==> config.mk <==
export PLATFORM = sky130hd
export DESIGN_NAME = csp_serial_port
export DESIGN_NICKNAME = d
export VERILOG_FILES = /design/src/csp_pkg.sv /design/src/csp_serial_port.sv
export VERILOG_INCLUDE_DIRS = /design/src
export SDC_FILE = /design/constraint.sdc
export NUM_CORES = 1
export LEC_CHECK = 0
export ABC_AREA = 0
export BUFFER_PORTS_ARGS = -buffer_cell sky130_fd_sc_hd__buf_4
export CAP_MARGIN = 20
export CORE_MARGIN = 1
export CORE_UTILIZATION = 50
export DETAILED_ROUTE_END_ITERATION = 10
export PLACE_DENSITY = 0.68
export SLEW_MARGIN = 0
export SYNTH_ARGS = -nofsm -noshare
export SYNTH_HDL_FRONTEND = slang
export SYNTH_SLANG_ARGS = --single-unit
==> constraint.sdc <==
create_clock -name clk -period 6.3 [get_ports clk]
set_input_delay 0.945 -clock clk [delete_from_list [all_inputs] [get_ports clk]]
set_output_delay 0.945 -clock clk [all_outputs]
set_load 0.03 [all_outputs]
==> src/csp_defines.svh <==
`ifndef CSP_DEFINES_SVH
`define CSP_DEFINES_SVH
// Register byte offsets; the buffer occupies 0x80..0xFC, one byte per word.
`define CSP_OFS_MODE 8'h00
`define CSP_OFS_STAT 8'h04
`define CSP_OFS_TRIG 8'h08
`define CSP_OFS_DIV 8'h0C
`define CSP_OFS_END 8'h10
`define CSP_OFS_GAP 8'h14
`define CSP_OFS_PTR 8'h18
`define CSP_OFS_SHD 8'h1C
// Mode field positions.
`define CSP_B_EN 0
`define CSP_B_AUTO 1
`define CSP_B_RPT 2
`define CSP_B_ORD 3
`define CSP_B_RXE 4
`define CSP_B_TXE 5
// Trigger and status field positions.
`define CSP_B_START 0
`define CSP_B_STOP 1
`define CSP_B_TIP 0
// Reset values.
`define CSP_MODE_RST 6'h00
`define CSP_DIV_RST 8'h03
`define CSP_END_RST 5'h00
`define CSP_GAP_RST 6'h00
`define CSP_PTR_RST 5'h00
// Last bit index of a byte and bus responses.
`define CSP_LAST_BIT 4'h7
`define CSP_RESP_OK 2'h0
`define CSP_RESP_ERR 2'h2
`endif

==> src/csp_pkg.sv <==
package csp_pkg;
  typedef enum logic [2:0] {
    ST_IDLE,
    ST_LOAD,
    ST_SHIFT,
    ST_STORE,
    ST_GAP
  } csp_state_t;
endpackage : csp_pkg

==> src/csp_serial_port.sv <==
// Notes on behaviour
// - Enabled, auto off: writing shift data sends that byte.
// - Out and sample on clock fall; sampled bit shifts in on next rise.
// - Send and receive together; receive-only needs a dummy write.
// - Single-byte mode raises the done pulse after one byte.
// - Repeat bit is ignored in single-byte mode.
// - Bytes are 8 bits; order bit 0 MSB first, 1 LSB first.
// - Order reversal sits on the bus path; shifting stays fixed.
// - Start only if already enabled and idle; late enable starts nothing.
// - After 8 bits the clock stops and the interbyte gap begins.
// - Auto mode moves up to 32 buffer bytes unattended.
// - Load byte at pointer, send, store reply there, then step pointer.
// - Auto transfer runs until the end pointer is reached, then stops.
// - Pointer clears at the end; repeat bit starts over.
// - Auto ends on disable, on stop after the byte, or at range end.
// - Every ending pulses done except the one caused by disable.
// - Interbyte gap from interval register; CPU buffer clashes lengthen it.
// - Serial output is low whenever busy is clear.
// - Store received byte and step pointer before loading next byte.
// - Gap is 0 to 63 serial clocks; done fires after it.
// - Repeat mode gives no done pulse at range end and resends from zero.
`include "csp_defines.svh"
module csp_serial_port import csp_pkg::*; #(
  parameter logic [7:0] DIV_RST = `CSP_DIV_RST
) (
  // Clock and reset.
  input wire logic clk,
  input wire logic rst_n,
  // AXI4-Lite write channels.
  input wire logic [7:0] s_axi_awaddr,
  input wire logic s_axi_awvalid,
  output logic s_axi_awready,
  input wire logic [31:0] s_axi_wdata,
  input wire logic [3:0] s_axi_wstrb,
  input wire logic s_axi_wvalid,
  output logic s_axi_wready,
  output logic [1:0] s_axi_bresp,
  output logic s_axi_bvalid,
  input wire logic s_axi_bready,
  // AXI4-Lite read channels.
  input wire logic [7:0] s_axi_araddr,
  input wire logic s_axi_arvalid,
  output logic s_axi_arready,
  output logic [31:0] s_axi_rdata,
  output logic [1:0] s_axi_rresp,
  output logic s_axi_rvalid,
  input wire logic s_axi_rready,
  // Serial link.
  output logic serial_clock_line,
  output logic serial_out_line,
  input wire logic serial_in_line,
  // Completion event.
  output logic transfer_done_irq
);

  logic bvalid_ff, rvalid_ff;
  logic [1:0] bresp_ff, rresp_ff;
  logic [31:0] rdata_ff;
  logic [5:0] mode_ff;
  logic [7:0] div_ff;
  logic [4:0] end_ff, ptr_ff;
  logic [5:0] gap_ff;
  logic tip_ff, nxt_tip, stop_ff, last_ff, irq_ff;
  csp_state_t state_ff;
  logic [7:0] shreg_ff, half_cnt_ff;
  logic [3:0] bit_cnt_ff;
  logic [6:0] gap_cnt_ff;
  logic rxbit_ff, sck_ff, sout_ff, sin_s1_ff, sin_s2_ff;
  logic [7:0] mem [0:31];
  logic wr_go, rd_go, wr_lo, wr_buf, rd_buf, cpu_buf;
  logic [7:0] wword, rword;
  logic en, auto_m, rpt, ord, rxe, txe;
  logic tick, fall, rise, gap_done, finish, ending;
  logic start_single, start_auto, wr_shd, wr_trig;

  function automatic logic [7:0] rev8(input logic [7:0] d);
    rev8 = {d[0], d[1], d[2], d[3], d[4], d[5], d[6], d[7]};
  endfunction : rev8

  // Bus handshakes: a write needs address and data together, one at a time.
  assign wr_go = s_axi_awvalid & s_axi_wvalid & ~bvalid_ff;
  assign rd_go = s_axi_arvalid & ~rvalid_ff;
  assign s_axi_awready = wr_go;
  assign s_axi_wready = wr_go;
  assign s_axi_arready = ~rvalid_ff;
  assign s_axi_bvalid = bvalid_ff;
  assign s_axi_bresp = bresp_ff;
  assign s_axi_rvalid = rvalid_ff;
  assign s_axi_rresp = rresp_ff;
  assign s_axi_rdata = rdata_ff;

  // Address decode; only byte lane 0 carries register data.
  assign wword = {s_axi_awaddr[7:2], 2'b00};
  assign rword = {s_axi_araddr[7:2], 2'b00};
  assign wr_lo = wr_go & s_axi_wstrb[0];
  assign wr_buf = wr_lo & s_axi_awaddr[7];
  assign rd_buf = rd_go & s_axi_araddr[7];
  assign cpu_buf = wr_buf | rd_buf;
  assign wr_shd = wr_lo & (wword == `CSP_OFS_SHD);
  assign wr_trig = wr_lo & (wword == `CSP_OFS_TRIG);

  // Mode fields.
  assign en = mode_ff[`CSP_B_EN];
  assign auto_m = mode_ff[`CSP_B_AUTO];
  assign rpt = mode_ff[`CSP_B_RPT];
  assign ord = mode_ff[`CSP_B_ORD];
  assign rxe = mode_ff[`CSP_B_RXE];
  assign txe = mode_ff[`CSP_B_TXE];

  // Start conditions; the enable must already be set when the write lands.
  assign start_single = wr_shd & en & ~auto_m & ~tip_ff;
  assign start_auto = wr_trig & s_axi_wdata[`CSP_B_START] & en & auto_m & ~tip_ff;

  // Serial clock phases and the interbyte gap in half periods.
  assign tick = (half_cnt_ff == div_ff);
  assign fall = (state_ff == ST_SHIFT) & tick & sck_ff;
  assign rise = (state_ff == ST_SHIFT) & tick & ~sck_ff;
  assign gap_done = (gap_cnt_ff == {gap_ff, 1'b0});
  // Single-byte mode always ends after its byte, whatever the repeat bit says.
  assign finish = ~auto_m | last_ff | stop_ff;
  assign ending = en & (state_ff == ST_GAP) & gap_done & finish;

  // Busy flag, computed ahead so the output line can fall in the same edge.
  always_comb begin
    nxt_tip = tip_ff;
    if (!en) begin
      nxt_tip = 1'b0;
    end else if (start_single | start_auto) begin
      nxt_tip = 1'b1;
    end else if (ending) begin
      nxt_tip = 1'b0;
    end
  end

  always_ff @(posedge clk or negedge rst_n) begin
    if (!rst_n) begin
      tip_ff <= 1'b0;
    end else begin
      tip_ff <= nxt_tip;
    end
  end

  // Done pulse; a disable never produces one.
  always_ff @(posedge clk or negedge rst_n) begin
    if (!rst_n) begin
      irq_ff <= 1'b0;
    end else begin
      irq_ff <= ending;
    end
  end
  assign transfer_done_irq = irq_ff;

  // Sequencer. CPU buffer traffic has priority, so load and store wait on it.
  always_ff @(posedge clk or negedge rst_n) begin
    if (!rst_n) begin
      state_ff <= ST_IDLE;
    end else if (!en) begin
      state_ff <= ST_IDLE;
    end else begin
      case (state_ff)
        ST_IDLE: begin
          if (start_single) begin
            state_ff <= ST_SHIFT;
          end else if (start_auto) begin
            state_ff <= ST_LOAD;
          end
        end
        ST_LOAD: begin
          if (!cpu_buf) begin
            state_ff <= ST_SHIFT;
          end
        end
        ST_SHIFT: begin
          if (rise && bit_cnt_ff == `CSP_LAST_BIT) begin
            state_ff <= auto_m ? ST_STORE : ST_GAP;
          end
        end
        ST_STORE: begin
          if (!cpu_buf) begin
            state_ff <= ST_GAP;
          end
        end
        ST_GAP: begin
          if (gap_done) begin
            state_ff <= finish ? ST_IDLE : ST_LOAD;
          end
        end
        default: begin
          state_ff <= ST_IDLE;
        end
      endcase
    end
  end

  // Divider for half serial clock periods, running only while shifting or waiting.
  always_ff @(posedge clk or negedge rst_n) begin
    if (!rst_n) begin
      half_cnt_ff <= 8'h00;
    end else if (state_ff == ST_SHIFT || state_ff == ST_GAP) begin
      half_cnt_ff <= tick ? 8'h00 : half_cnt_ff + 8'h01;
    end else begin
      half_cnt_ff <= 8'h00;
    end
  end

  // Gap counter; two half periods make one transfer clock.
  always_ff @(posedge clk or negedge rst_n) begin
    if (!rst_n) begin
      gap_cnt_ff <= 7'h00;
    end else if (state_ff == ST_GAP) begin
      if (tick && !gap_done) begin
        gap_cnt_ff <= gap_cnt_ff + 7'h01;
      end
    end else begin
      gap_cnt_ff <= 7'h00;
    end
  end

  // Serial clock idles high and stops once the byte is done.
  always_ff @(posedge clk or negedge rst_n) begin
    if (!rst_n) begin
      sck_ff <= 1'b1;
    end else if (!en || state_ff != ST_SHIFT) begin
      sck_ff <= 1'b1;
    end else if (tick) begin
      sck_ff <= ~sck_ff;
    end
  end
  assign serial_clock_line = sck_ff;

  // Bit counter counts rising edges within a byte.
  always_ff @(posedge clk or negedge rst_n) begin
    if (!rst_n) begin
      bit_cnt_ff <= 4'h0;
    end else if (state_ff != ST_SHIFT) begin
      bit_cnt_ff <= 4'h0;
    end else if (rise) begin
      bit_cnt_ff <= bit_cnt_ff + 4'h1;
    end
  end

  // Input synchroniser; only the second stage is sampled.
  always_ff @(posedge clk or negedge rst_n) begin
    if (!rst_n) begin
      sin_s1_ff <= 1'b0;
      sin_s2_ff <= 1'b0;
    end else begin
      sin_s1_ff <= serial_in_line;
      sin_s2_ff <= sin_s1_ff;
    end
  end

  // Received bit caught at the falling edge, held for the following rise.
  always_ff @(posedge clk or negedge rst_n) begin
    if (!rst_n) begin
      rxbit_ff <= 1'b0;
    end else if (fall) begin
      rxbit_ff <= sin_s2_ff;
    end
  end

  // Output line; low whenever idle, blanked in auto mode without transmit enable.
  always_ff @(posedge clk or negedge rst_n) begin
    if (!rst_n) begin
      sout_ff <= 1'b0;
    end else if (!nxt_tip) begin
      sout_ff <= 1'b0;
    end else if (fall) begin
      sout_ff <= (auto_m & ~txe) ? 1'b0 : shreg_ff[7];
    end
  end
  assign serial_out_line = sout_ff;

  // Shift register; bit order is swapped only on the way in and out, so the
  // order bit must be settled before a byte is written.
  always_ff @(posedge clk or negedge rst_n) begin
    if (!rst_n) begin
      shreg_ff <= 8'h00;
    end else if (wr_shd && !tip_ff) begin
      shreg_ff <= ord ? rev8(s_axi_wdata[7:0]) : s_axi_wdata[7:0];
    end else if (en && state_ff == ST_LOAD && !cpu_buf) begin
      shreg_ff <= ord ? rev8(mem[ptr_ff]) : mem[ptr_ff];
    end else if (rise) begin
      shreg_ff <= {shreg_ff[6:0], rxbit_ff};
    end
  end

  // Pointer steps after each stored byte and wraps at the end of the range;
  // an abort leaves it at the entry after the last byte stored.
  always_ff @(posedge clk or negedge rst_n) begin
    if (!rst_n) begin
      ptr_ff <= `CSP_PTR_RST;
    end else if (en && state_ff == ST_STORE && !cpu_buf) begin
      ptr_ff <= (ptr_ff == end_ff) ? 5'h00 : ptr_ff + 5'h01;
    end
  end

  // Last-byte marker; in repeat mode the range never ends on its own.
  always_ff @(posedge clk or negedge rst_n) begin
    if (!rst_n) begin
      last_ff <= 1'b0;
    end else if (start_auto || start_single) begin
      last_ff <= 1'b0;
    end else if (state_ff == ST_STORE && !cpu_buf) begin
      last_ff <= (ptr_ff == end_ff) & ~rpt;
    end
  end

  // Stop request; taken only while busy in auto mode, and cleared once busy drops.
  always_ff @(posedge clk or negedge rst_n) begin
    if (!rst_n) begin
      stop_ff <= 1'b0;
    end else if (wr_trig && s_axi_wdata[`CSP_B_STOP] && tip_ff && auto_m) begin
      stop_ff <= 1'b1;
    end else if (!tip_ff) begin
      stop_ff <= 1'b0;
    end
  end

  // Buffer RAM; the CPU write has priority over the sequencer's store.
  always_ff @(posedge clk) begin
    if (wr_buf) begin
      mem[s_axi_awaddr[6:2]] <= s_axi_wdata[7:0];
    end else if (en && state_ff == ST_STORE && rxe) begin
      mem[ptr_ff] <= ord ? rev8(shreg_ff) : shreg_ff;
    end
  end

  // Software registers. The interval is frozen while busy.
  always_ff @(posedge clk or negedge rst_n) begin
    if (!rst_n) begin
      mode_ff <= `CSP_MODE_RST;
      div_ff <= DIV_RST;
      end_ff <= `CSP_END_RST;
      gap_ff <= `CSP_GAP_RST;
    end else if (wr_lo) begin
      if (wword == `CSP_OFS_MODE) begin
        mode_ff <= s_axi_wdata[5:0];
      end
      if (wword == `CSP_OFS_DIV) begin
        div_ff <= s_axi_wdata[7:0];
      end
      if (wword == `CSP_OFS_END) begin
        end_ff <= s_axi_wdata[4:0];
      end
      if (wword == `CSP_OFS_GAP && !tip_ff) begin
        gap_ff <= s_axi_wdata[5:0];
      end
    end
  end

  // Write response; unmapped words answer with an error.
  always_ff @(posedge clk or negedge rst_n) begin
    if (!rst_n) begin
      bvalid_ff <= 1'b0;
      bresp_ff <= `CSP_RESP_OK;
    end else if (wr_go) begin
      bvalid_ff <= 1'b1;
      bresp_ff <= (s_axi_awaddr[7] || s_axi_awaddr[6:5] == 2'b00) ? `CSP_RESP_OK : `CSP_RESP_ERR;
    end else if (s_axi_bready) begin
      bvalid_ff <= 1'b0;
    end
  end

  // Read data, registered one cycle after the address is taken.
  always_ff @(posedge clk or negedge rst_n) begin
    if (!rst_n) begin
      rvalid_ff <= 1'b0;
      rresp_ff <= `CSP_RESP_OK;
      rdata_ff <= 32'h0000_0000;
    end else if (rd_go) begin
      rvalid_ff <= 1'b1;
      rresp_ff <= `CSP_RESP_OK;
      rdata_ff <= 32'h0000_0000;
      if (rd_buf) begin
        rdata_ff <= {24'h00_0000, mem[s_axi_araddr[6:2]]};
      end else begin
        case (rword)
          `CSP_OFS_MODE: rdata_ff <= {26'h000_0000, mode_ff};
          `CSP_OFS_STAT: rdata_ff <= {31'h0000_0000, tip_ff};
          `CSP_OFS_TRIG: rdata_ff <= 32'h0000_0000;
          `CSP_OFS_DIV: rdata_ff <= {24'h00_0000, div_ff};
          `CSP_OFS_END: rdata_ff <= {27'h000_0000, end_ff};
          `CSP_OFS_GAP: rdata_ff <= {26'h000_0000, gap_ff};
          `CSP_OFS_PTR: rdata_ff <= {27'h000_0000, ptr_ff};
          `CSP_OFS_SHD: rdata_ff <= {24'h00_0000, ord ? rev8(shreg_ff) : shreg_ff};
          default: rresp_ff <= `CSP_RESP_ERR;
        endcase
      end
    end else if (s_axi_rready) begin
      rvalid_ff <= 1'b0;
    end
  end

  // Helper: serial clock falls seen during the current byte.
  logic [3:0] fall_cnt_ff;
  always_ff @(posedge clk or negedge rst_n) begin
    if (!rst_n) begin
      fall_cnt_ff <= 4'h0;
    end else if (state_ff != ST_SHIFT) begin
      fall_cnt_ff <= 4'h0;
    end else if (fall) begin
      fall_cnt_ff <= fall_cnt_ff + 4'h1;
    end
  end
endmodule : csp_serial_port

==> impl_metrics.xml, run 1 <==
<?xml version="1.0" encoding="UTF-8"?>
<metrics>
  <group name="sta">
    <metric name="grt_setup_unrepaired" unit="">false</metric>
    <metric name="final_count_of_hold_timing_violations" unit="">0</metric>
    <metric name="timing.clock.skew" unit="ps">22.2</metric>
    <metric name="pin_slew_with_the_least_headroom_to_its_limit" unit="ps">1060</metric>
    <metric name="worst_slew_margin_rel" unit="">0.292</metric>
    <metric name="setup_viol" unit="">0</metric>
    <metric name="timing.final.crit_share" unit="">0.546</metric>
    <metric name="max_freq" unit="GHz">0.291</metric>
    <metric name="timing.final.max_slew_violations" unit="">0</metric>
    <metric name="final.setup.worst_slack" unit="ps">2860</metric>
    <metric name="fin_setup_tns" unit="ps">0</metric>
    <metric name="layout_min_cycle_time" unit="ps">3440</metric>
  </group>
  <group name="drt">
    <metric name="routed_length_per_placed_instance" unit="um">27.1</metric>
    <metric name="dr.first_iter.drc_count" unit="">1390</metric>
    <metric name="post_drt_via_cell_ratio" unit="">6.47</metric>
    <metric name="dr_total_vias" unit="">10900</metric>
    <metric name="totalWireLength" unit="um">45600</metric>
    <metric name="firstDrtPassIters" unit="">5</metric>
    <metric name="drc_errors" unit="">0</metric>
    <metric name="final_antenna_net_count" unit="">0</metric>
  </group>
  <group name="pwr">
    <metric name="cellPowerDensity" unit="nW/um^2">264</metric>
    <metric name="ir_drop" unit="uV">162</metric>
    <metric name="leakage" unit="nW">6.41</metric>
    <metric name="p_total" unit="mW">5.01</metric>
  </group>
  <group name="floorplan">
    <metric name="placementRows" unit="">67</metric>
    <metric name="start_util" unit="">0.509</metric>
    <metric name="die_area" unit="sq um">35000</metric>
    <metric name="dieHeight" unit="um">187</metric>
    <metric name="floorplan.core_area" unit="sq um">33600</metric>
    <metric name="i_o_pin_count" unit="">104</metric>
    <metric name="die_w" unit="um">187</metric>
  </group>
  <group name="clocking">
    <metric name="clock_sinks" unit="">337</metric>
    <metric name="clk_root_buffer_cell" unit="">sky130_fd_sc_hd__clkbuf_16</metric>
    <metric name="numCtsBuffers" unit="">38</metric>
    <metric name="post_cts_buffers" unit="">0</metric>
    <metric name="cts_hold_buffers" unit="">0</metric>
    <metric name="clock_tree_buf_depth" unit="">3</metric>
    <metric name="ctsResizeCount" unit="">0</metric>
    <metric name="clock_tree_from_tritoncts" unit="">yes</metric>
    <metric name="cts-htree-levels" unit="">2</metric>
    <metric name="clkTransAtPathRegs" unit="ps">60</metric>
    <metric name="clkLatencyLatePin" unit="ps">530</metric>
  </group>
  <group name="grt">
    <metric name="grt_pass1_wl" unit="um">68200</metric>
    <metric name="pin_count_of_the_biggest_net_entering_global_routing" unit="">48</metric>
    <metric name="first_global_vias" unit="">10500</metric>
    <metric name="antenna_found_initial" unit="">1</metric>
    <metric name="grtUsageTotal" unit="">0.263</metric>
    <metric name="grt.overflow.total" unit="">0</metric>
  </group>
  <group name="critical_path">
    <metric name="cp_max_fo" unit="">46</metric>
    <metric name="critical_path_arrival" unit="ps">3830</metric>
    <metric name="cp-end-kind" unit="">flip-flop</metric>
    <metric name="path_class" unit="">flip-flop to flip-flop</metric>
    <metric name="timing.critical_path.required" unit="ps">6690</metric>
    <metric name="timing.critical_path.from_type" unit="">flip-flop</metric>
    <metric name="r2r_setup_slack" unit="ps">2860</metric>
  </group>
  <group name="layout">
    <metric name="diodes" unit="">0</metric>
    <metric name="design.final.nets" unit="">1267</metric>
    <metric name="num-fill-cells" unit="">2614</metric>
    <metric name="fin_area" unit="sq um">19000</metric>
    <metric name="layout_cell_share_with_drive_strength_beyond_1" unit="">0.239</metric>
    <metric name="top_library_cells_by_usage_in_the_layout_fill_and_taps_aside" unit="">sky130_fd_sc_hd__edfxtp_1, sky130_fd_sc_hd__mux4_2, sky130_fd_sc_hd__nor2_1</metric>
    <metric name="commonest_non_fill_non_tap_cell_in_the_layout" unit="">sky130_fd_sc_hd__edfxtp_1</metric>
    <metric name="synthToLayoutAreaGrowth" unit="%">10.9</metric>
    <metric name="finalCoreUtilization" unit="">0.564</metric>
  </group>
  <group name="placement">
    <metric name="dpl-instance-area" unit="sq um">17800</metric>
    <metric name="gp_congestion" unit="">0.932</metric>
    <metric name="dp.final_hpwl" unit="um">29900</metric>
    <metric name="numPortBuffers" unit="">46</metric>
    <metric name="dp_worst_setup_slack" unit="ps">2550</metric>
  </group>
  <group name="worst_hold_path">
    <metric name="timing.hold.worst.class" unit="">flip-flop to flip-flop</metric>
  </group>
  <group name="synth">
    <metric name="instance_count_of_the_mapped_netlist" unit="">1173</metric>
    <metric name="synth.ff_latch_count" unit="">337</metric>
    <metric name="syn_avg_cell_area" unit="sq um">14.6</metric>
    <metric name="synth-main-ff-cell" unit="">sky130_fd_sc_hd__edfxtp_1</metric>
    <metric name="mappedNetlistArea" unit="sq um">17100</metric>
    <metric name="yosysWarningCount" unit="">0</metric>
    <metric name="synth_enable_flop_cells" unit="">256</metric>
    <metric name="synthDistinctLibCells" unit="">75</metric>
    <metric name="seq_area_frac_synth" unit="">0.568</metric>
    <metric name="async_reset_ff_frac" unit="">0.240</metric>
  </group>
  <group name="flow_run">
    <metric name="max_cap_violations" unit="">0</metric>
  </group>
  <group name="outcome">
    <metric name="status" unit="">completed</metric>
  </group>
</metrics>
[worst max-delay path, cell delays in order, from the launching register on]
cell                        delay [ps]
sky130_fd_sc_hd__dfrtp_4           930
sky130_fd_sc_hd__buf_4             620
sky130_fd_sc_hd__mux4_1            630
sky130_fd_sc_hd__mux2_2            330
sky130_fd_sc_hd__a2111oi_2         430
sky130_fd_sc_hd__nor3b_1            90
sky130_fd_sc_hd__o21ai_1           180
sky130_fd_sc_hd__a21oi_1            80
[worst paths after layout]
path / depth (start not counted) / end / startpoint
hold reg to reg: 0 / sin_s2_ff / sin_s1_ff
hold / removal: 0 / sin_s2_ff / sin_s1_ff
max in group asynchronous: 2 / ptr_ff[1] / rst_n
min in group asynchronous: 1 / half_cnt_ff[1] / rst_n
setup reg to reg: 7 / shreg_ff[3] / ptr_ff[0]
setup / recovery: 7 / shreg_ff[3] / ptr_ff[0]
[cells in the mapped netlist (all sizes together), types with 3 or more instances]
cell type  count  area [sq um]
edfxtp       256          7690
mux4         109          2470
nor2          96           360
mux2i         85           851
dfrtp         78          1950
buf           64           424
nand2         52           195
mux2          45           507
a21oi         44           220
clkbuf        39           151
nor3          27           140
o21ai         27           135
xor2          22           193
nand3         19          95.1
nor3b         15           128
xnor2         12           105
o21a          11          82.6
o31ai         11          82.6
a221oi        10          87.6
a22oi         10          75.1
inv           10          37.5
o221ai        10          87.6
o22ai         10          62.6
a31oi          9          56.3
a211oi         8          65.1
nor2b          8          50.1
a2111oi        7          92.6
and3           6          37.5
nor4           6          65.1
nand4          5          31.3
nor4b          5          43.8
o2111ai        5          43.8
or2            5          31.3
and2           4          25.0
ha             4          50.1
nand3b         4          30.0
a22o           3          26.3
a32o           3          30.0
dfstp          3          78.8
[state kept, by name, summed over array words and instances (netlist names), 3 cells and up]
| name | cells |
|---|---|
| mode_ff | 6 |
| mem | 256 |
| s_axi_rdata | 8 |
| div_ff | 8 |
| half_cnt_ff | 8 |
| bit_cnt_ff | 4 |
| ptr_ff | 5 |
| end_ff | 5 |
| state_ff | 3 |
| shreg_ff | 8 |
| gap_cnt_ff | 7 |
| gap_ff | 6 |
[logic make-up (layout without fill, tap and decap cells)]
group	count (synthesis)	after routing	share of synthesized area
compound gates	180	180	0.0736
other cells	1	26	0.000219
fa+ha+maj	4	4	0.00292
xor+xnor	34	34	0.0174
mux	239	239	0.224
simple gates	264	264	0.0782
flops	337	337	0.568
buf+inv	114	147	0.0360
[metrics by stage]
step                instances  hold slack (ps)
finish                   1679              347
global route             1679              357
global placement         1610              337
CTS                      1679              349
detailed placement       1611              337
floorplan                1198              331
[report_power, final]
group          switching (mW)  internal [mW]
logic                   0.253          0.128
clock network           0.887           1.30
registers              0.0228           2.42
[cell type report]
type / instances / area, sq um / share of cell area
multi-input cells: 747 / 6910 / 0.364
inverters: 11 / 41.3 / 0.00218
clock buffers: 46 / 1000 / 0.0528
clock inverters: 22 / 215 / 0.0113
well taps: 448 / 561 / 0.0295
flip-flops and latches: 337 / 9730 / 0.513
repair buffers: 68 / 510 / 0.0269
[per-layer routing]
layer | routed length, um | track usage | part of all wire
met2 | 21400 | 0.416 | 0.47
met4 | 1520 | 0.0905 | 0.033
met3 | 3850 | 0.0495 | 0.084
met1 | 18800 | 0.366 | 0.41
met5 | 0 | 0 | 0
(Power assumes the default switching activity.)
==> run 2: changes to the inputs <==
==> constraint.sdc (replaced) <==
create_clock -name clk -period 3.56 [get_ports clk]
set_input_delay 0.534 -clock clk [delete_from_list [all_inputs] [get_ports clk]]
set_output_delay 0.534 -clock clk [all_outputs]
set_load 0.03 [all_outputs]
==> impl_metrics.xml, run 2 (synthesis gave the netlist of run 1 again) <==
<?xml version="1.0" encoding="UTF-8"?>
<metrics>
  <group name="clocking">
    <metric name="cts_hold_buffers" unit="">0</metric>
    <metric name="ctsResizeCount" unit="">0</metric>
    <metric name="post_cts_buffers" unit="">0</metric>
    <metric name="clkLatencyLatePin" unit="ps">540</metric>
    <metric name="clock_tree_from_tritoncts" unit="">yes</metric>
    <metric name="cts-htree-levels" unit="">2</metric>
    <metric name="clock_sinks" unit="">337</metric>
    <metric name="clk_root_buffer_cell" unit="">sky130_fd_sc_hd__clkbuf_16</metric>
    <metric name="clock_tree_buf_depth" unit="">3</metric>
    <metric name="numCtsBuffers" unit="">37</metric>
    <metric name="clkTransAtPathRegs" unit="ps">60</metric>
  </group>
  <group name="sta">
    <metric name="timing.clock.skew" unit="ps">24.4</metric>
    <metric name="fin_setup_tns" unit="ps">0</metric>
    <metric name="final_count_of_hold_timing_violations" unit="">0</metric>
    <metric name="grt_setup_unrepaired" unit="">false</metric>
    <metric name="setup_viol" unit="">0</metric>
    <metric name="max_freq" unit="GHz">0.322</metric>
    <metric name="worst_slew_margin_rel" unit="">0.282</metric>
    <metric name="pin_slew_with_the_least_headroom_to_its_limit" unit="ps">1070</metric>
    <metric name="timing.final.max_slew_violations" unit="">0</metric>
    <metric name="timing.final.crit_share" unit="">0.872</metric>
    <metric name="layout_min_cycle_time" unit="ps">3110</metric>
  </group>
  <group name="layout">
    <metric name="fin_cells" unit="">1729</metric>
    <metric name="num-fill-cells" unit="">2600</metric>
    <metric name="registers.top_by_ff_count" unit="">mem</metric>
    <metric name="diodes" unit="">0</metric>
    <metric name="design.final.nets" unit="">1317</metric>
    <metric name="max_reg_flops" unit="">256</metric>
    <metric name="commonest_non_fill_non_tap_cell_in_the_layout" unit="">sky130_fd_sc_hd__edfxtp_1</metric>
    <metric name="synthToLayoutAreaGrowth" unit="%">13.3</metric>
    <metric name="top_library_cells_by_usage_in_the_layout_fill_and_taps_aside" unit="">sky130_fd_sc_hd__edfxtp_1, sky130_fd_sc_hd__buf_4, sky130_fd_sc_hd__mux4_2</metric>
    <metric name="layout_cell_share_with_drive_strength_beyond_1" unit="">0.264</metric>
  </group>
  <group name="critical_path">
    <metric name="timing.reg2reg.worst_path_depth" unit="">4</metric>
    <metric name="reg2reg_from" unit="">mode_ff[0]</metric>
    <metric name="r2r-end" unit="">mem[6][7]</metric>
    <metric name="cells_along_the_critical_path" unit="">nor3b_1 -&gt; nand3_1 -&gt; o32a_1 -&gt; nor2_1</metric>
    <metric name="r2r_setup_slack" unit="ps">450</metric>
    <metric name="cp_num_buf_inv" unit="">0</metric>
    <metric name="timing.critical_path.required" unit="ps">3720</metric>
    <metric name="critPathMaxStageDelay" unit="ps">840</metric>
    <metric name="critPathTopFamily" unit="">simple AND/OR/NAND/NOR gates</metric>
    <metric name="critical_path_arrival" unit="ps">3260</metric>
    <metric name="cp-end-kind" unit="">flip-flop</metric>
    <metric name="path_class" unit="">flip-flop to flip-flop</metric>
    <metric name="cp_max_fo" unit="">13</metric>
    <metric name="timing.critical_path.from_type" unit="">flip-flop</metric>
    <metric name="cpMaxStageDelayCell" unit="">sky130_fd_sc_hd__nor2_1</metric>
  </group>
  <group name="pwr">
    <metric name="power_frac_clock" unit="">0.425</metric>
    <metric name="leakage" unit="nW">6.68</metric>
    <metric name="pwr-share-comb" unit="">0.078</metric>
    <metric name="ir_drop" unit="uV">297</metric>
    <metric name="power.internal" unit="mW">6.66</metric>
    <metric name="cellPowerDensity" unit="nW/um^2">448</metric>
    <metric name="switching_power" unit="mW">2.03</metric>
    <metric name="sequentialPowerShare" unit="">0.497</metric>
    <metric name="switching_share" unit="">0.234</metric>
  </group>
  <group name="drt">
    <metric name="dr_total_vias" unit="">11000</metric>
    <metric name="routed_length_per_placed_instance" unit="um">26.4</metric>
    <metric name="final_antenna_net_count" unit="">0</metric>
    <metric name="dr.first_iter.drc_count" unit="">1190</metric>
    <metric name="post_drt_via_cell_ratio" unit="">6.36</metric>
    <metric name="totalWireLength" unit="um">45700</metric>
    <metric name="firstDrtPassIters" unit="">5</metric>
    <metric name="drc_errors" unit="">0</metric>
  </group>
  <group name="worst_hold_path">
    <metric name="hold_path.startpoint" unit="">serial_in_line</metric>
    <metric name="whs_endpoint" unit="">sin_s1_ff</metric>
    <metric name="timing.hold.worst.class" unit="">input port to flip-flop</metric>
    <metric name="min_path_cells" unit="">1</metric>
  </group>
  <group name="floorplan">
    <metric name="die_w" unit="um">187</metric>
    <metric name="dieHeight" unit="um">187</metric>
    <metric name="placementRows" unit="">67</metric>
    <metric name="die_area" unit="sq um">35000</metric>
    <metric name="i_o_pin_count" unit="">104</metric>
    <metric name="floorplan.core_area" unit="sq um">33600</metric>
    <metric name="start_util" unit="">0.509</metric>
  </group>
  <group name="placement">
    <metric name="placedCellCount" unit="">1659</metric>
    <metric name="dp.final_hpwl" unit="um">31300</metric>
    <metric name="gp_congestion" unit="">0.923</metric>
    <metric name="numPortBuffers" unit="">46</metric>
  </group>
  <group name="grt">
    <metric name="antenna_found_initial" unit="">0</metric>
    <metric name="grt_pass1_wl" unit="um">69000</metric>
    <metric name="grtUsageTotal" unit="">0.266</metric>
    <metric name="first_global_vias" unit="">10900</metric>
    <metric name="grt.overflow.total" unit="">0</metric>
    <metric name="pin_count_of_the_biggest_net_entering_global_routing" unit="">82</metric>
  </group>
  <group name="flow_run">
    <metric name="max_cap_violations" unit="">0</metric>
  </group>
  <group name="outcome">
    <metric name="status" unit="">completed</metric>
  </group>
</metrics>
-- run 2: cell count changes in the layout (fill, tap and decap cells not counted), sizes merged --
| cell | previous run | this run |
|---|---|---|
| buf | 68 | 118 |
| clkinv | 16 | 11 |
| inv | 11 | 13 |
| clkbuf | 46 | 53 |
| clkinvlp | 2 | 0 |
| bufinv | 4 | 1 |
| dlygate4sd3 | 0 | 1 |
-- run 2: worst max-delay path by stage --
stage | startpoint | endpoint | slack [ps] | depth (start not counted)
after CTS | ptr_ff[3] | shreg_ff[3] | 550 | 7
after global routing | mode_ff[0] | mem[4][5] | 380 | 6
after global placement | s_axi_awvalid | mem[6][4] | 560 | 6
after detailed placement | s_axi_awvalid | mem[6][7] | 510 | 6
after floorplan | s_axi_bvalid | mem[0][5] | 550 | 6
final | mode_ff[0] | mem[6][7] | 450 | 4
-- run 2: metrics by stage --
stage                     hold slack (ps)  cell area [sq um]  total power, mW   util  setup slack [ps]
after floorplan                       238              17200             4.83      -               554
after global placement                332              18200             5.06  0.540               560
after detailed placement              341              18200             5.07  0.540               506
after CTS                             142              19300             8.73  0.575               548
after global routing                  143              19400             8.93  0.577               380
final                                 146              19400             8.69  0.577               454
-- run 2: layout make-up --
class | count | area [sq um] | area share
clock buffers | 53 | 1050 | 0.0541
inverters | 11 | 41.3 | 0.00213
well taps | 448 | 561 | 0.0289
clock inverters | 14 | 119 | 0.00613
multi-input cells | 747 | 6910 | 0.356
flip-flops and latches | 337 | 9730 | 0.501
repair buffers | 119 | 986 | 0.0508
-- run 2: per-layer routing --
layer	track usage	wire [um]	share of wire
met2	0.427	21700	0.48
met1	0.373	18800	0.41
met4	0.0955	1630	0.036
met3	0.0364	3470	0.076
met5	0	0	0
-- run 2: power by group through the flow --
| stage | Clock (mW) | Combinational (mW) | Sequential, mW |
|---|---|---|---|
| floorplan | 0 | 0.380 | 4.45 |
| global placement | 0 | 0.665 | 4.40 |
| detailed placement | 0 | 0.673 | 4.40 |
| CTS | 3.74 | 0.674 | 4.32 |
| global route | 3.89 | 0.719 | 4.32 |
| finish | 3.69 | 0.679 | 4.32 |
==> run 3: changes to the inputs <==
--- a/config.mk
+++ b/config.mk
@@ -13,6 +13,8 @@
 export CORE_UTILIZATION = 50
 export DETAILED_ROUTE_END_ITERATION = 10
 export PLACE_DENSITY = 0.68
+export RECOVER_POWER = 25
+export SETUP_SLACK_MARGIN = 0.5
 export SLEW_MARGIN = 0
 export SYNTH_ARGS = -nofsm -noshare
 export SYNTH_HDL_FRONTEND = slang
==> impl_metrics.xml, run 3 (synthesis gave the netlist of run 1 again) <==
<?xml version="1.0" encoding="UTF-8"?>
<metrics>
  <group name="outcome">
    <metric name="status" unit="">complete, but fails checks</metric>
    <metric name="violated_checks" unit="">max-capacitance violations, max-slew violations</metric>
  </group>
  <group name="clocking">
    <metric name="clk_root_buffer_cell" unit="">sky130_fd_sc_hd__clkbuf_16</metric>
    <metric name="clock_tree_from_tritoncts" unit="">yes</metric>
    <metric name="clkLatencyLatePin" unit="ps">540</metric>
    <metric name="clock_sinks" unit="">337</metric>
    <metric name="clkTransAtPathRegs" unit="ps">60</metric>
    <metric name="clock_tree_buf_depth" unit="">3</metric>
    <metric name="cts-htree-levels" unit="">2</metric>
    <metric name="numCtsBuffers" unit="">37</metric>
  </group>
  <group name="pwr">
    <metric name="ir_drop" unit="uV">297</metric>
    <metric name="leakage" unit="nW">6.59</metric>
    <metric name="cellPowerDensity" unit="nW/um^2">448</metric>
  </group>
  <group name="drt">
    <metric name="dr.first_iter.drc_count" unit="">1137</metric>
    <metric name="drc_errors" unit="">0</metric>
    <metric name="final_antenna_net_count" unit="">0</metric>
    <metric name="totalWireLength" unit="um">46000</metric>
    <metric name="post_drt_via_cell_ratio" unit="">6.38</metric>
    <metric name="firstDrtPassIters" unit="">6</metric>
    <metric name="dr_total_vias" unit="">11000</metric>
    <metric name="routed_length_per_placed_instance" unit="um">26.6</metric>
  </group>
  <group name="floorplan">
    <metric name="start_util" unit="">0.509</metric>
    <metric name="die_w" unit="um">187</metric>
    <metric name="i_o_pin_count" unit="">104</metric>
    <metric name="die_area" unit="sq um">35000</metric>
    <metric name="floorplan.core_area" unit="sq um">33600</metric>
    <metric name="dieHeight" unit="um">187</metric>
    <metric name="placementRows" unit="">67</metric>
  </group>
  <group name="placement">
    <metric name="dp.final_hpwl" unit="um">31300</metric>
    <metric name="dp_worst_setup_slack" unit="ps">506</metric>
    <metric name="gp_congestion" unit="">0.923</metric>
    <metric name="numPortBuffers" unit="">46</metric>
  </group>
  <group name="sta">
    <metric name="layout_min_cycle_time" unit="ps">3100</metric>
    <metric name="grt_setup_unrepaired" unit="">true</metric>
    <metric name="timing.final.max_slew_violations" unit="">96</metric>
    <metric name="max_freq" unit="GHz">0.322</metric>
    <metric name="timing.clock.skew" unit="ps">25.4</metric>
    <metric name="timing.final.crit_share" unit="">0.871</metric>
    <metric name="final_count_of_hold_timing_violations" unit="">0</metric>
    <metric name="fin_setup_tns" unit="ps">0</metric>
    <metric name="setup_viol" unit="">0</metric>
    <metric name="worst_slew_margin_rel" unit="">-0.318</metric>
    <metric name="final.setup.worst_slack" unit="ps">458</metric>
    <metric name="pin_slew_with_the_least_headroom_to_its_limit" unit="ps">1980</metric>
  </group>
  <group name="critical_path">
    <metric name="path_class" unit="">flip-flop to flip-flop</metric>
    <metric name="cp_max_fo" unit="">32</metric>
    <metric name="critPathMaxStageDelay" unit="ps">980</metric>
    <metric name="cp-end-kind" unit="">flip-flop</metric>
    <metric name="cpMaxStageDelayCell" unit="">sky130_fd_sc_hd__clkbuf_1</metric>
    <metric name="critical_path_arrival" unit="ps">3230</metric>
    <metric name="critPathTopFamily" unit="">buffers and inverters</metric>
    <metric name="timing.critical_path.required" unit="ps">3690</metric>
    <metric name="cp_num_buf_inv" unit="">2</metric>
    <metric name="timing.critical_path.from_type" unit="">flip-flop</metric>
    <metric name="cells_along_the_critical_path" unit="">nand4b_1 -&gt; a211oi_4 -&gt; buf_4 -&gt; nor2_1 -&gt; a21oi_2 -&gt; clkbuf_1</metric>
  </group>
  <group name="layout">
    <metric name="commonest_non_fill_non_tap_cell_in_the_layout" unit="">sky130_fd_sc_hd__edfxtp_1</metric>
    <metric name="layout_cell_share_with_drive_strength_beyond_1" unit="">0.246</metric>
    <metric name="max_reg_flops" unit="">256</metric>
    <metric name="top_library_cells_by_usage_in_the_layout_fill_and_taps_aside" unit="">sky130_fd_sc_hd__edfxtp_1, sky130_fd_sc_hd__mux4_2, sky130_fd_sc_hd__nor2_1</metric>
    <metric name="design.final.nets" unit="">1318</metric>
    <metric name="diodes" unit="">0</metric>
    <metric name="synthToLayoutAreaGrowth" unit="%">12.8</metric>
    <metric name="registers.top_by_ff_count" unit="">mem</metric>
  </group>
  <group name="grt">
    <metric name="grtUsageTotal" unit="">0.266</metric>
    <metric name="pin_count_of_the_biggest_net_entering_global_routing" unit="">82</metric>
    <metric name="grt.overflow.total" unit="">0</metric>
    <metric name="grt_pass1_wl" unit="um">69000</metric>
    <metric name="antenna_found_initial" unit="">0</metric>
    <metric name="first_global_vias" unit="">10900</metric>
  </group>
  <group name="worst_hold_path">
    <metric name="timing.hold.worst.class" unit="">input port to flip-flop</metric>
  </group>
  <group name="flow_run">
    <metric name="max_cap_violations" unit="">3</metric>
  </group>
</metrics>
[run 3: changes by cell type in the layout (fill, tap and decap cells not counted), moves of 3 or more]
cell and delta:
sky130_fd_sc_hd__buf_4 -21, sky130_fd_sc_hd__o21ai_1 -4, sky130_fd_sc_hd__nor2_2 +3, sky130_fd_sc_hd__clkbuf_1 +20, sky130_fd_sc_hd__o21ai_0 +4, sky130_fd_sc_hd__nor2_1 -3
[run 3: final timing paths]
path | from | to | slack (ps) | depth (start not counted)
max | mode_ff[0] | mem[22][1] | 460 | 6
min | s_axi_rready | s_axi_rvalid | 190 | 2
max reg2reg | mode_ff[0] | mem[22][1] | 460 | 6
min reg2reg | sin_s1_ff | sin_s2_ff | 350 | 0
max in group asynchronous | rst_n | serial_clock_line | 1540 | 3
min in group asynchronous | rst_n | gap_cnt_ff[0] | 980 | 2
[run 3: cell type report]
cell class,instances,area (sq um)
fillers,2615,14300
well taps,448,561
flip-flops and latches,337,9730
repair buffers,120,928
multi-input cells,747,6890
clock buffers,53,1050
inverters,11,41.3
clock inverters,14,119
[run 3: repair_timing]
action | 4_1_cts | 5_1_grt
hold buffers | 0 | 1
hold endpoints to repair | 0 | 26
resized for setup | 0 | 3
buffers inserted | 0 | 1
endpoints found under the setup margin | 0 | 28
[run 3: through the flow]
step | utilization | std cells | hold slack, ps | power (mW) | cell area [sq um]
after global placement | 0.540 | 1659 | 332 | 5.06 | 18200
after CTS | 0.575 | 1726 | 142 | 8.73 | 19300
final | 0.574 | 1730 | 188 | 8.66 | 19300
after global routing | 0.574 | 1730 | 188 | 8.90 | 19300
after floorplan | - | 1198 | 238 | 4.83 | 17200
after detailed placement | 0.540 | 1659 | 341 | 5.07 | 18200
[run 3: power by group]
| group | total [mW] | switching [mW] | leakage, nW | internal, mW |
|---|---|---|---|---|
| logic | 0.649 | 0.440 | 2.67 | 0.209 |
| registers | 4.32 | 0.0386 | 3.36 | 4.28 |
| clock network | 3.69 | 1.55 | 0.570 | 2.14 |
| total | 8.66 | 2.02 | 6.59 | 6.63 |
[run 3: per-layer routing]
layer  vias up  share of wire  global-route usage
met5         -              0                   0
met1      5630           0.41               0.373
met4         0          0.037              0.0955
met3       103          0.075              0.0364
met2       522           0.48               0.427
li1       4776              -                   -
